`config.mk`:
```
export PLATFORM = sky130hd
export DESIGN_NAME = flex_io_pin_configuration
export DESIGN_NICKNAME = d
export VERILOG_FILES = /design/src/shared/flex_io_pkg.sv /design/src/rtl/flex_io_pin_configuration.sv /design/src/rtl/flex_io_pin_cell.sv
export SDC_FILE = /design/constraint.sdc
export NUM_CORES = 1
export LEC_CHECK = 0
export ABC_AREA = 1
export BUFFER_PORTS_ARGS = -buffer_cell sky130_fd_sc_hd__buf_2
export CAP_MARGIN = 20
export CELL_PAD_IN_SITES_DETAIL_PLACEMENT = 0
export CELL_PAD_IN_SITES_GLOBAL_PLACEMENT = 1
export CORE_MARGIN = 2
export CORE_UTILIZATION = 31
export CTS_CLUSTER_DIAMETER = 120
export DETAILED_ROUTE_END_ITERATION = 10
export HOLD_SLACK_MARGIN = 0.06
export PLACE_DENSITY = 0.78
export SKIP_CTS_REPAIR_TIMING = 1
export SLEW_MARGIN = 5
export SYNTH_ARGS = -nofsm -noshare
export SYNTH_HDL_FRONTEND = slang
export SYNTH_SLANG_ARGS = --single-unit
export TNS_END_PERCENT = 1
```
`constraint.sdc`:
```
create_clock -name ref_clk -period 1.7 [get_ports ref_clk]
set_clock_uncertainty 0.05 [all_clocks]
set_input_delay 0.34 -clock ref_clk [delete_from_list [all_inputs] [get_ports ref_clk]]
set_output_delay 0.34 -clock ref_clk [all_outputs]
set_load 0.01 [all_outputs]
```
`src/shared/flex_io_pkg.sv`:
```
// flex io pin configuration: register map, field layout, reset values, types
// assumes a 32-bit classic wishbone register bus and four multipurpose pins
package flex_io_pkg;

    localparam int PIN_COUNT = 4;
    localparam int ADR_W     = 8;
    localparam int DATA_W    = 32;
    localparam int MASK_W    = 16;

    // byte addresses of the register words
    localparam logic [ADR_W-1:0] OFS_DIRECTION = 8'h00;
    localparam logic [ADR_W-1:0] OFS_BIAS      = 8'h04;
    localparam logic [ADR_W-1:0] OFS_ALT_FUNC  = 8'h08;
    localparam logic [ADR_W-1:0] OFS_CONTROL   = 8'h0C;
    localparam logic [ADR_W-1:0] OFS_LEVEL     = 8'h10;
    localparam logic [ADR_W-1:0] OFS_STATUS    = 8'h14;

    // reset values
    localparam logic [PIN_COUNT-1:0] DIRECTION_RESET = 4'h0;
    localparam logic [PIN_COUNT-1:0] BIAS_RESET      = 4'h0;
    localparam logic [PIN_COUNT-1:0] ALT_FUNC_RESET  = 4'h0;
    localparam logic [PIN_COUNT-1:0] LEVEL_RESET     = 4'h0;

    // field positions
    localparam int CTRL_CD_MODE_BIT   = 0;
    localparam int STAT_INPUT_LSB     = 0;
    localparam int STAT_OE_LSB        = 4;
    localparam int STAT_CD_MODE_BIT   = 8;
    localparam int STEP_CLOCK_PIN     = 1;
    localparam int STEP_DIRECTION_PIN = 2;

    // effective configuration handed to one pin cell
    typedef struct packed {
        logic drive;
        logic pull_up;
        logic level;
    } pin_cfg_t;

    // all state of one pin cell
    typedef struct packed {
        logic sync_a;
        logic sync_b;
        logic oe;
        logic out;
        logic pu;
        logic pd;
    } pin_cell_state_t;

    // all state of the configuration core
    typedef struct packed {
        logic [PIN_COUNT-1:0] dir;
        logic [PIN_COUNT-1:0] bias;
        logic [PIN_COUNT-1:0] alt;
        logic [PIN_COUNT-1:0] level;
        logic                 cd_mode;
        logic                 ack;
        logic [DATA_W-1:0]    rdata;
        logic                 step_clock;
        logic                 step_direction;
    } core_state_t;

endpackage

```
`src/rtl/flex_io_pin_configuration.sv`:
```
// flex io pin configuration core with classic wishbone register slave
// assumes pads outside resolve pin level from oe/out and apply pull enables;
// step_clock/step_direction feed the clock-direction motion logic elsewhere
`timescale 1ns/1ns
`default_nettype none

module flex_io_pin_configuration
    import flex_io_pkg::*;
#(
    parameter int NUM_PINS = PIN_COUNT
)
(
    input  wire logic                ref_clk,
    input  wire logic                rst,
    input  wire logic                wb_cyc_i,
    input  wire logic                wb_stb_i,
    input  wire logic                wb_we_i,
    input  wire logic [ADR_W-1:0]    wb_adr_i,
    input  wire logic [3:0]          wb_sel_i,
    input  wire logic [DATA_W-1:0]   wb_dat_i,
    output logic      [DATA_W-1:0]   wb_dat_o,
    output logic                     wb_ack_o,
    input  wire logic [NUM_PINS-1:0] multipurpose_pin_in,
    output logic      [NUM_PINS-1:0] multipurpose_pin_out,
    output logic      [NUM_PINS-1:0] multipurpose_pin_oe,
    output logic      [NUM_PINS-1:0] multipurpose_pin_pull_up_en,
    output logic      [NUM_PINS-1:0] multipurpose_pin_pull_down_en,
    output logic                     step_clock,
    output logic                     step_direction
);

    // the state struct and pin mapping are sized for the package pin count
    if (NUM_PINS != PIN_COUNT)
    begin : g_bad_pins
        $error("NUM_PINS must equal the package pin count");
    end

    // pins that own an alternate function
    function automatic logic alt_capable(input int idx);
        return (idx == STEP_CLOCK_PIN) || (idx == STEP_DIRECTION_PIN);
    endfunction

    // byte-lane merge of a pin mask; upper mask bits are never stored
    function automatic logic [PIN_COUNT-1:0] lane_merge(input logic [PIN_COUNT-1:0] old_v,
                                                       input logic [DATA_W-1:0]    new_v,
                                                       input logic [3:0]           sel);
        return sel[0] ? new_v[PIN_COUNT-1:0] : old_v;
    endfunction

    core_state_t          state_q;
    core_state_t          state_d;
    logic [PIN_COUNT-1:0] alt_eff;
    logic [PIN_COUNT-1:0] dir_eff;
    logic [PIN_COUNT-1:0] pin_sync;
    logic                 bus_req;
    logic                 bus_wr;

    assign bus_req = wb_cyc_i & wb_stb_i & ~state_q.ack;
    assign bus_wr  = bus_req & wb_we_i;

    // effective per-pin settings; alternate functions are inputs
    // alternate overrides direction
    for (genvar i = 0; i < PIN_COUNT; i++)
    begin : g_pin
        pin_cfg_t cfg;

        assign alt_eff[i]  = alt_capable(i) & state_q.alt[i];
        assign dir_eff[i]  = state_q.dir[i] & ~alt_eff[i];
        assign cfg.drive   = dir_eff[i];
        assign cfg.pull_up = state_q.bias[i];
        assign cfg.level   = state_q.level[i];

        flex_io_pin_cell flex_io_pin_cell_inst (
            .ref_clk      (ref_clk),
            .rst          (rst),
            .cfg          (cfg),
            .pin_in       (multipurpose_pin_in[i]),
            .pin_out      (multipurpose_pin_out[i]),
            .pin_oe       (multipurpose_pin_oe[i]),
            .pull_up_en   (multipurpose_pin_pull_up_en[i]),
            .pull_down_en (multipurpose_pin_pull_down_en[i]),
            .pin_sync     (pin_sync[i])
        );
    end

    // register writes, mode override, read mux and step outputs
    always_comb
    begin
        state_d     = state_q;
        state_d.ack = bus_req;
        if (bus_wr)
        begin
            // only the pin bits are kept
            case (wb_adr_i)
                OFS_DIRECTION: state_d.dir   = lane_merge(state_q.dir, wb_dat_i, wb_sel_i);
                OFS_BIAS:      state_d.bias  = lane_merge(state_q.bias, wb_dat_i, wb_sel_i);
                OFS_ALT_FUNC:  state_d.alt   = lane_merge(state_q.alt, wb_dat_i, wb_sel_i);
                OFS_LEVEL:     state_d.level = lane_merge(state_q.level, wb_dat_i, wb_sel_i);
                OFS_CONTROL:
                begin
                    if (wb_sel_i[0])
                    begin
                        state_d.cd_mode = wb_dat_i[CTRL_CD_MODE_BIT];
                    end
                end
                default: ;
            endcase
        end
        // hardware wins over software writes to the alt and dir bits of pins 1 and 2 while the mode is on
        if (state_d.cd_mode)
        begin
            state_d.alt[STEP_CLOCK_PIN]     = 1'b1;
            state_d.alt[STEP_DIRECTION_PIN] = 1'b1;
            state_d.dir[STEP_CLOCK_PIN]     = 1'b0;
            state_d.dir[STEP_DIRECTION_PIN] = 1'b0;
        end
        // read data is registered with the ack; unmapped words read zero
        state_d.rdata = '0;
        if (bus_req && !wb_we_i)
        begin
            // upper mask bits read as zero
            case (wb_adr_i)
                OFS_DIRECTION: state_d.rdata[PIN_COUNT-1:0] = state_q.dir;
                OFS_BIAS:      state_d.rdata[PIN_COUNT-1:0] = state_q.bias;
                OFS_ALT_FUNC:  state_d.rdata[PIN_COUNT-1:0] = state_q.alt;
                OFS_LEVEL:     state_d.rdata[PIN_COUNT-1:0] = state_q.level;
                OFS_CONTROL:   state_d.rdata[CTRL_CD_MODE_BIT] = state_q.cd_mode;
                OFS_STATUS:
                begin
                    state_d.rdata[STAT_INPUT_LSB +: PIN_COUNT] = pin_sync;
                    state_d.rdata[STAT_OE_LSB +: PIN_COUNT]    = dir_eff;
                    state_d.rdata[STAT_CD_MODE_BIT]            = state_q.cd_mode;
                end
                default: ;
            endcase
        end
        // pin 1 clock, pin 2 direction, low when not routed
        state_d.step_clock     = alt_eff[STEP_CLOCK_PIN] & pin_sync[STEP_CLOCK_PIN];
        state_d.step_direction = alt_eff[STEP_DIRECTION_PIN] & pin_sync[STEP_DIRECTION_PIN];
    end

    // single state register; everything resets to the documented defaults
    always_ff @(posedge ref_clk or posedge rst)
    begin
        if (rst)
        begin
            state_q <= '{dir: DIRECTION_RESET, bias: BIAS_RESET, alt: ALT_FUNC_RESET,
                         level: LEVEL_RESET, cd_mode: 1'b0, ack: 1'b0, rdata: '0,
                         step_clock: 1'b0, step_direction: 1'b0};
        end
        else
        begin
            state_q <= state_d;
        end
    end

    assign wb_dat_o       = state_q.rdata;
    assign wb_ack_o       = state_q.ack;
    assign step_clock     = state_q.step_clock;
    assign step_direction = state_q.step_direction;
endmodule
`default_nettype wire

```
`src/rtl/flex_io_pin_cell.sv`:
```
// one multipurpose pin: registered drive, bias selects and input synchroniser
// assumes the pad works out the wire level from oe and out, and applies the pulls
`timescale 1ns/1ns
`default_nettype none
module flex_io_pin_cell
    import flex_io_pkg::*;
(
    input  wire logic     ref_clk,
    input  wire logic     rst,
    input  wire pin_cfg_t cfg,
    input  wire logic     pin_in,
    output logic          pin_out,
    output logic          pin_oe,
    output logic          pull_up_en,
    output logic          pull_down_en,
    output logic          pin_sync
);

    pin_cell_state_t state_q;
    pin_cell_state_t state_d;

    // next state: two-stage sync, drive and bias from the effective config
    always_comb
    begin
        state_d        = state_q;
        state_d.sync_a = pin_in;
        state_d.sync_b = state_q.sync_a;
        state_d.oe     = cfg.drive;
        state_d.out    = cfg.drive & cfg.level;
        state_d.pu     = ~cfg.drive & cfg.pull_up;
        state_d.pd     = ~cfg.drive & ~cfg.pull_up;
    end

    // pins come up as inputs with pull-down, matching the mask defaults
    always_ff @(posedge ref_clk or posedge rst)
    begin
        if (rst)
        begin
            state_q <= '{sync_a: 1'b0, sync_b: 1'b0, oe: 1'b0, out: 1'b0, pu: 1'b0, pd: 1'b1};
        end
        else
        begin
            state_q <= state_d;
        end
    end

    assign pin_out      = state_q.out;
    assign pin_oe       = state_q.oe;
    assign pull_up_en   = state_q.pu;
    assign pull_down_en = state_q.pd;
    assign pin_sync     = state_q.sync_b;

endmodule
`default_nettype wire

```
---- Word-level counts from Yosys, hierarchy flattened ----
Cells that the tools add are included.
word-level totals
  RAM bits ................................ 0
  latch bits .............................. 0
  logic and storage cells ................. 100
  register bits after elaboration ......... 53
  output and inout port bits .............. 51
  memory bits (read-only) ................. 0
  memories kept ........................... 0
  bits of input ports ..................... 53
operators by class
  magnitude comparators ................... 0
  muxes and demuxes ....................... 17
  shift operators ......................... 0
  reduce and logical (&&, ||, !) cells .... 13
  $mul .................................... 0
  $add $sub $neg .......................... 0
  divide/modulo/power cells ............... 0
  bitwise logic cells ..................... 30
  equality and inequality tests ........... 5
operator list
  cell                                                             number
  4-bit two-way mux                                                6
  1-bit bitwise AND                                                19
  3-bit AND reduction                                              6
  8-bit by 4-bit == test with 1-bit output, second input constant  2
  8-bit by 5-bit == test with 1-bit output, second input constant  2
  16-bit two-way mux                                               1
  3-bit one-hot mux with 5 select lines                            1
  1-bit inverter                                                   11
  9-bit two-way mux                                                1
  8-bit by 3-bit == test with 1-bit output, second input constant  1
  8-bit logical NOT                                                1
  2-bit nonzero test                                               4
  3-bit two-way mux                                                2
  1-bit one-hot mux with 6 select lines                            1
  5-bit two-way mux                                                1
  2-bit two-way mux                                                2
  1-bit two-way mux                                                2
  1-bit logical AND                                                1
  1-bit logical NOT                                                1

---- Logic depth before layout (Yosys ltp) ----
  word-level depth ........................ 6
  depth in mapped cells ................... 11
  depth with buffers taken out ............ 11

---- By module ----
A second synthesis with hierarchy kept.
unflattened totals
  cells, all modules ...................... 262
  area, all modules ....................... 2393.5 um2
by module, submodules not included
  module                     instances  area each (um2)  cells an instance  sequential area each (um2)
  flex_io_pin_configuration  1          1697.9           214                725.7
  flex_io_pin_cell           4          173.9            12                 151.4

---- Worst setup path before layout ----
No wires, ideal clock.
  path type ............................... reg-to-reg
  from .................................... register state_q (netlist bit wb_ack_o)
  to ...................................... register state_q (netlist bit g_pin[0].cfg[1])
  data required time ...................... 1524 ps
  clock period less this slack ............ 1326 ps
  setup time .............................. 126 ps
  path slack .............................. 374 ps
  cell stages (with the launch flop) ...... 9
  path buffers ............................ 0
  data arrival time ....................... 1150 ps
  cell sequence ........................... dfrtp_1 inv_1 nand3_1 nor2_2 nand2_1 inv_1 nand2_2 nand2_1 o21ai_0
on the way
  longest elaborated chain between the ends .. 4
RTL lines
  what                                  line                              text
  from (decl)                           flex_io_pin_configuration.sv:50   core_state_t state_q;
  from (signal assigned)                flex_io_pin_configuration.sv:147  state_q <= '{dir: DIRECTION_RESET, bias: BIAS_RESET, alt: ALT_FUNC_RESET,
  from (signal assigned)                flex_io_pin_configuration.sv:153  state_q <= state_d;
  1-bit inverter                        flex_io_pin_configuration.sv:58   assign bus_req = wb_cyc_i & wb_stb_i & ~state_q.ack;
  1-bit bitwise AND                     flex_io_pin_configuration.sv:58
  1-bit bitwise AND                     flex_io_pin_configuration.sv:59   assign bus_wr = bus_req & wb_we_i;
  3-bit AND reduction (no source line)  -
Every way passes these cells.
A chain may end at the register's enable or synchronous reset.

---- Worst setup path after layout ----
  from .................................... register state_q (netlist bit wb_ack_o)
  to ...................................... register state_q (netlist bit g_pin[0].cfg[0])
The elaborated chain is that of the path after synthesis.

==> impl_metrics.py <==
metrics = {
    "placed_design": {
        "place_congestion": 0.8230,
        "hpwlAfterDp_um": 3184,
        "buffer_ports.inserted": 49,
    },
    "grt": {
        "maximum_number_of_pins_on_one_net_before_global_route_repair": 54,
        "antenna_found_initial": 0,
        "global_route.peak_usage_layer": "met2",
        "first_global_vias": 1484,
        "grt_remaining_overflow": 0,
        "gr_util_all_layers_pct": 10.50,
        "grt_first_pass_wirelength_um": 7024,
        "global_route.usage.met1_pct": 13.93,
        "grt.met2_usage_pct": 17.15,
        "grt.met3_usage_pct": 3.092,
    },
    "timing": {
        "post-route-min-period_ns": 1.485,
        "tns_ns": 0,
        "total_count_of_max_transition_violations_in_the_final_report": 0,
        "hold_viol_final": 0,
        "final_min_period_over_clock_period_pct": 87.36,
        "unrepaired_setup_endpoints_after_global_routing": "false",
        "finalSetupViolations": 0,
        "fmaxAchievable_ghz": 0.6733,
    },
    "die": {
        "start_util_pct": 31.69,
        "core_region_area_um2": 7687,
        "die_area_um2": 8583,
        "fp-row-count": 32,
        "chipWidth_um": 92.65,
        "die_height_um": 92.65,
        "ioPinCount": 104,
    },
    "clock_tree": {
        "cts_inserted_buffers": 5,
        "cts_htree_levels": 2,
        "path_clk_slew_ns": 0.09,
        "tritoncts": "built",
        "cts.path.max_buffers": 2,
        "clock_latency_ns": 0.30,
        "cts.root.buffer_cell": "clkbuf_8",
        "cts.sinks": 53,
    },
    "hold_path": {
        "min_path_type": "primary input to flop",
        "worstHoldStart": "multipurpose_pin_in[1]",
        "worstHoldEndpoint": "g_pin[1].flex_io_pin_cell_inst.state_d[4]",
        "hold_depth": 1,
    },
    "yosys": {
        "yosys_warnings": 0,
        "yosys.cell_types.count": 16,
        "synth_cells": 271,
        "yosysSeqAreaShare_pct": 54.65,
        "synth_seq_cells": 53,
        "synth_area_per_cell_um2": 8.989,
        "synthesis.area_um2": 2436,
    },
    "finish": {
        "final_net_count": 359,
        "n_antenna_cell": 0,
        "syn_to_final_growth_pct": 10.68,
        "final_layout_size_suffix_gt1_share_pct": 27.36,
        "final.fill_count": 828,
    },
    "route": {
        "drt_pass1_iterations": 4,
        "routed_wire_length_per_instance_um": 10.42,
        "route.antenna.remaining_nets": 0,
        "routed_wirelength_um": 4261,
        "post-route-drc-count": 0,
        "vias_cell": 3.866,
        "detailroute.via_count": 1581,
        "drt_iter0_markers": 96,
    },
    "worst_setup_path": {
        "r2r_slack_ns": 0.21,
        "worstRegToRegCells": 7,
        "crit_path_max_fanout": 8,
        "worst_ep_required_time_ns": 1.86,
        "crit_type": "flop to flop",
        "r2r_end": "g_pin[0].cfg[0]",
        "reg2reg_from": "wb_ack_o",
        "timing.critical_path.from_type": "flop",
        "cp-end-kind": "flop",
        "worstPathArrival_ns": 1.65,
    },
    "pwr": {
        "power-per-cell-area_nw_per_um2": 836.4,
        "power_leakage_nw": 1.432,
        "total_power_mw": 2.255,
        "irDropWorstVdd_uv": 368.8,
    },
    "flow_run": {
        "cap_violations": 0,
    },
    "status": {
        "status": "finished clean",
    },
}
==> through the flow <==
stage          cells  utilization, %  worst slack (ns)  instance area [µm²]  hold slack, ns
5_1_grt          409           35.07           0.07947                 2696         0.07385
3_5_place_dp     400           33.48            0.1117                 2574          0.2893
3_3_place_gp     400           33.48            0.1169                 2574          0.2855
2_1_floorplan    293               -           0.03039                 2519          0.2812
6_report         409           35.07            0.2148                 2696         0.08798
4_1_cts          408           34.94            0.2059                 2686         0.02906
==> report_power, final <==
part / internal, mW / switching, mW / total (mW)
clock: 0.441 / 0.391 / 0.832
combinational: 0.0416 / 0.0950 / 0.137
sequential: 1.28 / 0.00758 / 1.29
total: 1.76 / 0.494 / 2.26
==> critical path, cell delays in order, from the launching register on <==
cell,delay (ns)
dfrtp_1,0.38
inv_1,0.05
nand3_1,0.13
nor2_2,0.15
nand2_1,0.16
inv_1,0.14
nand2_2,0.12
o21ai_0,0.21
==> kinds of logic after synthesis <==
| logic type | synth area share (%) |
|---|---|
| compound gates | 3.698 |
| buf+inv | 20.34 |
| flops | 54.65 |
| other cells | 0.1539 |
| simple gates | 21.16 |
==> registers in the layout, summed over array words and instances, names as in the netlist, 2 cells and up <==
name,flops
g_pin.flex_io_pin_cell_inst.pin_out,4
state_q,5
g_pin.flex_io_pin_cell_inst.pull_down_en,4
alt_eff,2
g_pin.flex_io_pin_cell_inst.state_d,4
g_pin.cfg,8
g_pin.flex_io_pin_cell_inst.pin_sync,4
g_pin.flex_io_pin_cell_inst.pull_up_en,4
g_pin.flex_io_pin_cell_inst.pin_oe,4
wb_dat_o,9
dir_eff,2
==> final cells by class <==
type / instances / area [µm²] / share of cell area, %
clock buffer: 5 / 68.82 / 2.552
inverter: 36 / 135.1 / 5.012
sequential: 53 / 1331 / 49.37
clock inverter: 3 / 43.79 / 1.624
tap: 102 / 127.6 / 4.733
timing repair buffer: 54 / 297.8 / 11.04
multi-input combinational: 156 / 691.9 / 25.66
==> metal layers <==
layer / routed length, µm / part of all wire (%)
met1: 1955 / 46
met2: 1988 / 47
met3: 280 / 6.6
met4: 36 / 0.84
met5: 0 / 0
==> synthesized netlist by cell type <==
master	n	share of area, %
dfstp_2	4	4.3
nor3_4	1	0.67
buf_4	48	15
nand2_2	5	1.3
nor2_2	6	1.5
conb_1	1	0.15
a21oi_1	4	0.82
nand3_1	17	3.5
o21ai_1	3	0.62
dfrtp_1	49	50
inv_2	3	0.46
o21ai_0	11	2.3
inv_1	33	5.1
nand2_1	53	8.2
nor2_1	30	4.6
nor2_4	3	1.4
==> cell usage in the layout, fill, tap and decap left out <==
master,instances
nor2_4,3
buf_12,1
nand3_1,17
dfrtp_1,49
dfstp_2,4
buf_2,49
inv_2,4
clkinv_2,1
dlygate4sd3_1,1
nand2_1,53
conb_1,23
a21oi_1,4
nor3_4,1
nand2_2,5
nor2_2,6
inv_6,1
inv_1,32
bufinv_16,1
clkbuf_8,5
o21ai_1,3
nor2_1,30
buf_4,3
o21ai_0,11
==> worst max path at each step <==
stage	start	to	slack, ns
2_1_floorplan	rst	alt_eff[1]	0.03
3_3_place_gp	wb_adr_i[2]	g_pin[2].cfg[0]	0.12
3_5_place_dp	wb_adr_i[2]	g_pin[0].cfg[0]	0.11
4_1_cts	wb_ack_o	g_pin[0].cfg[0]	0.21
5_1_grt	wb_ack_o	g_pin[0].cfg[0]	0.08
6_report	wb_ack_o	g_pin[0].cfg[0]	0.21
Power figures use the tool's default switching activity.
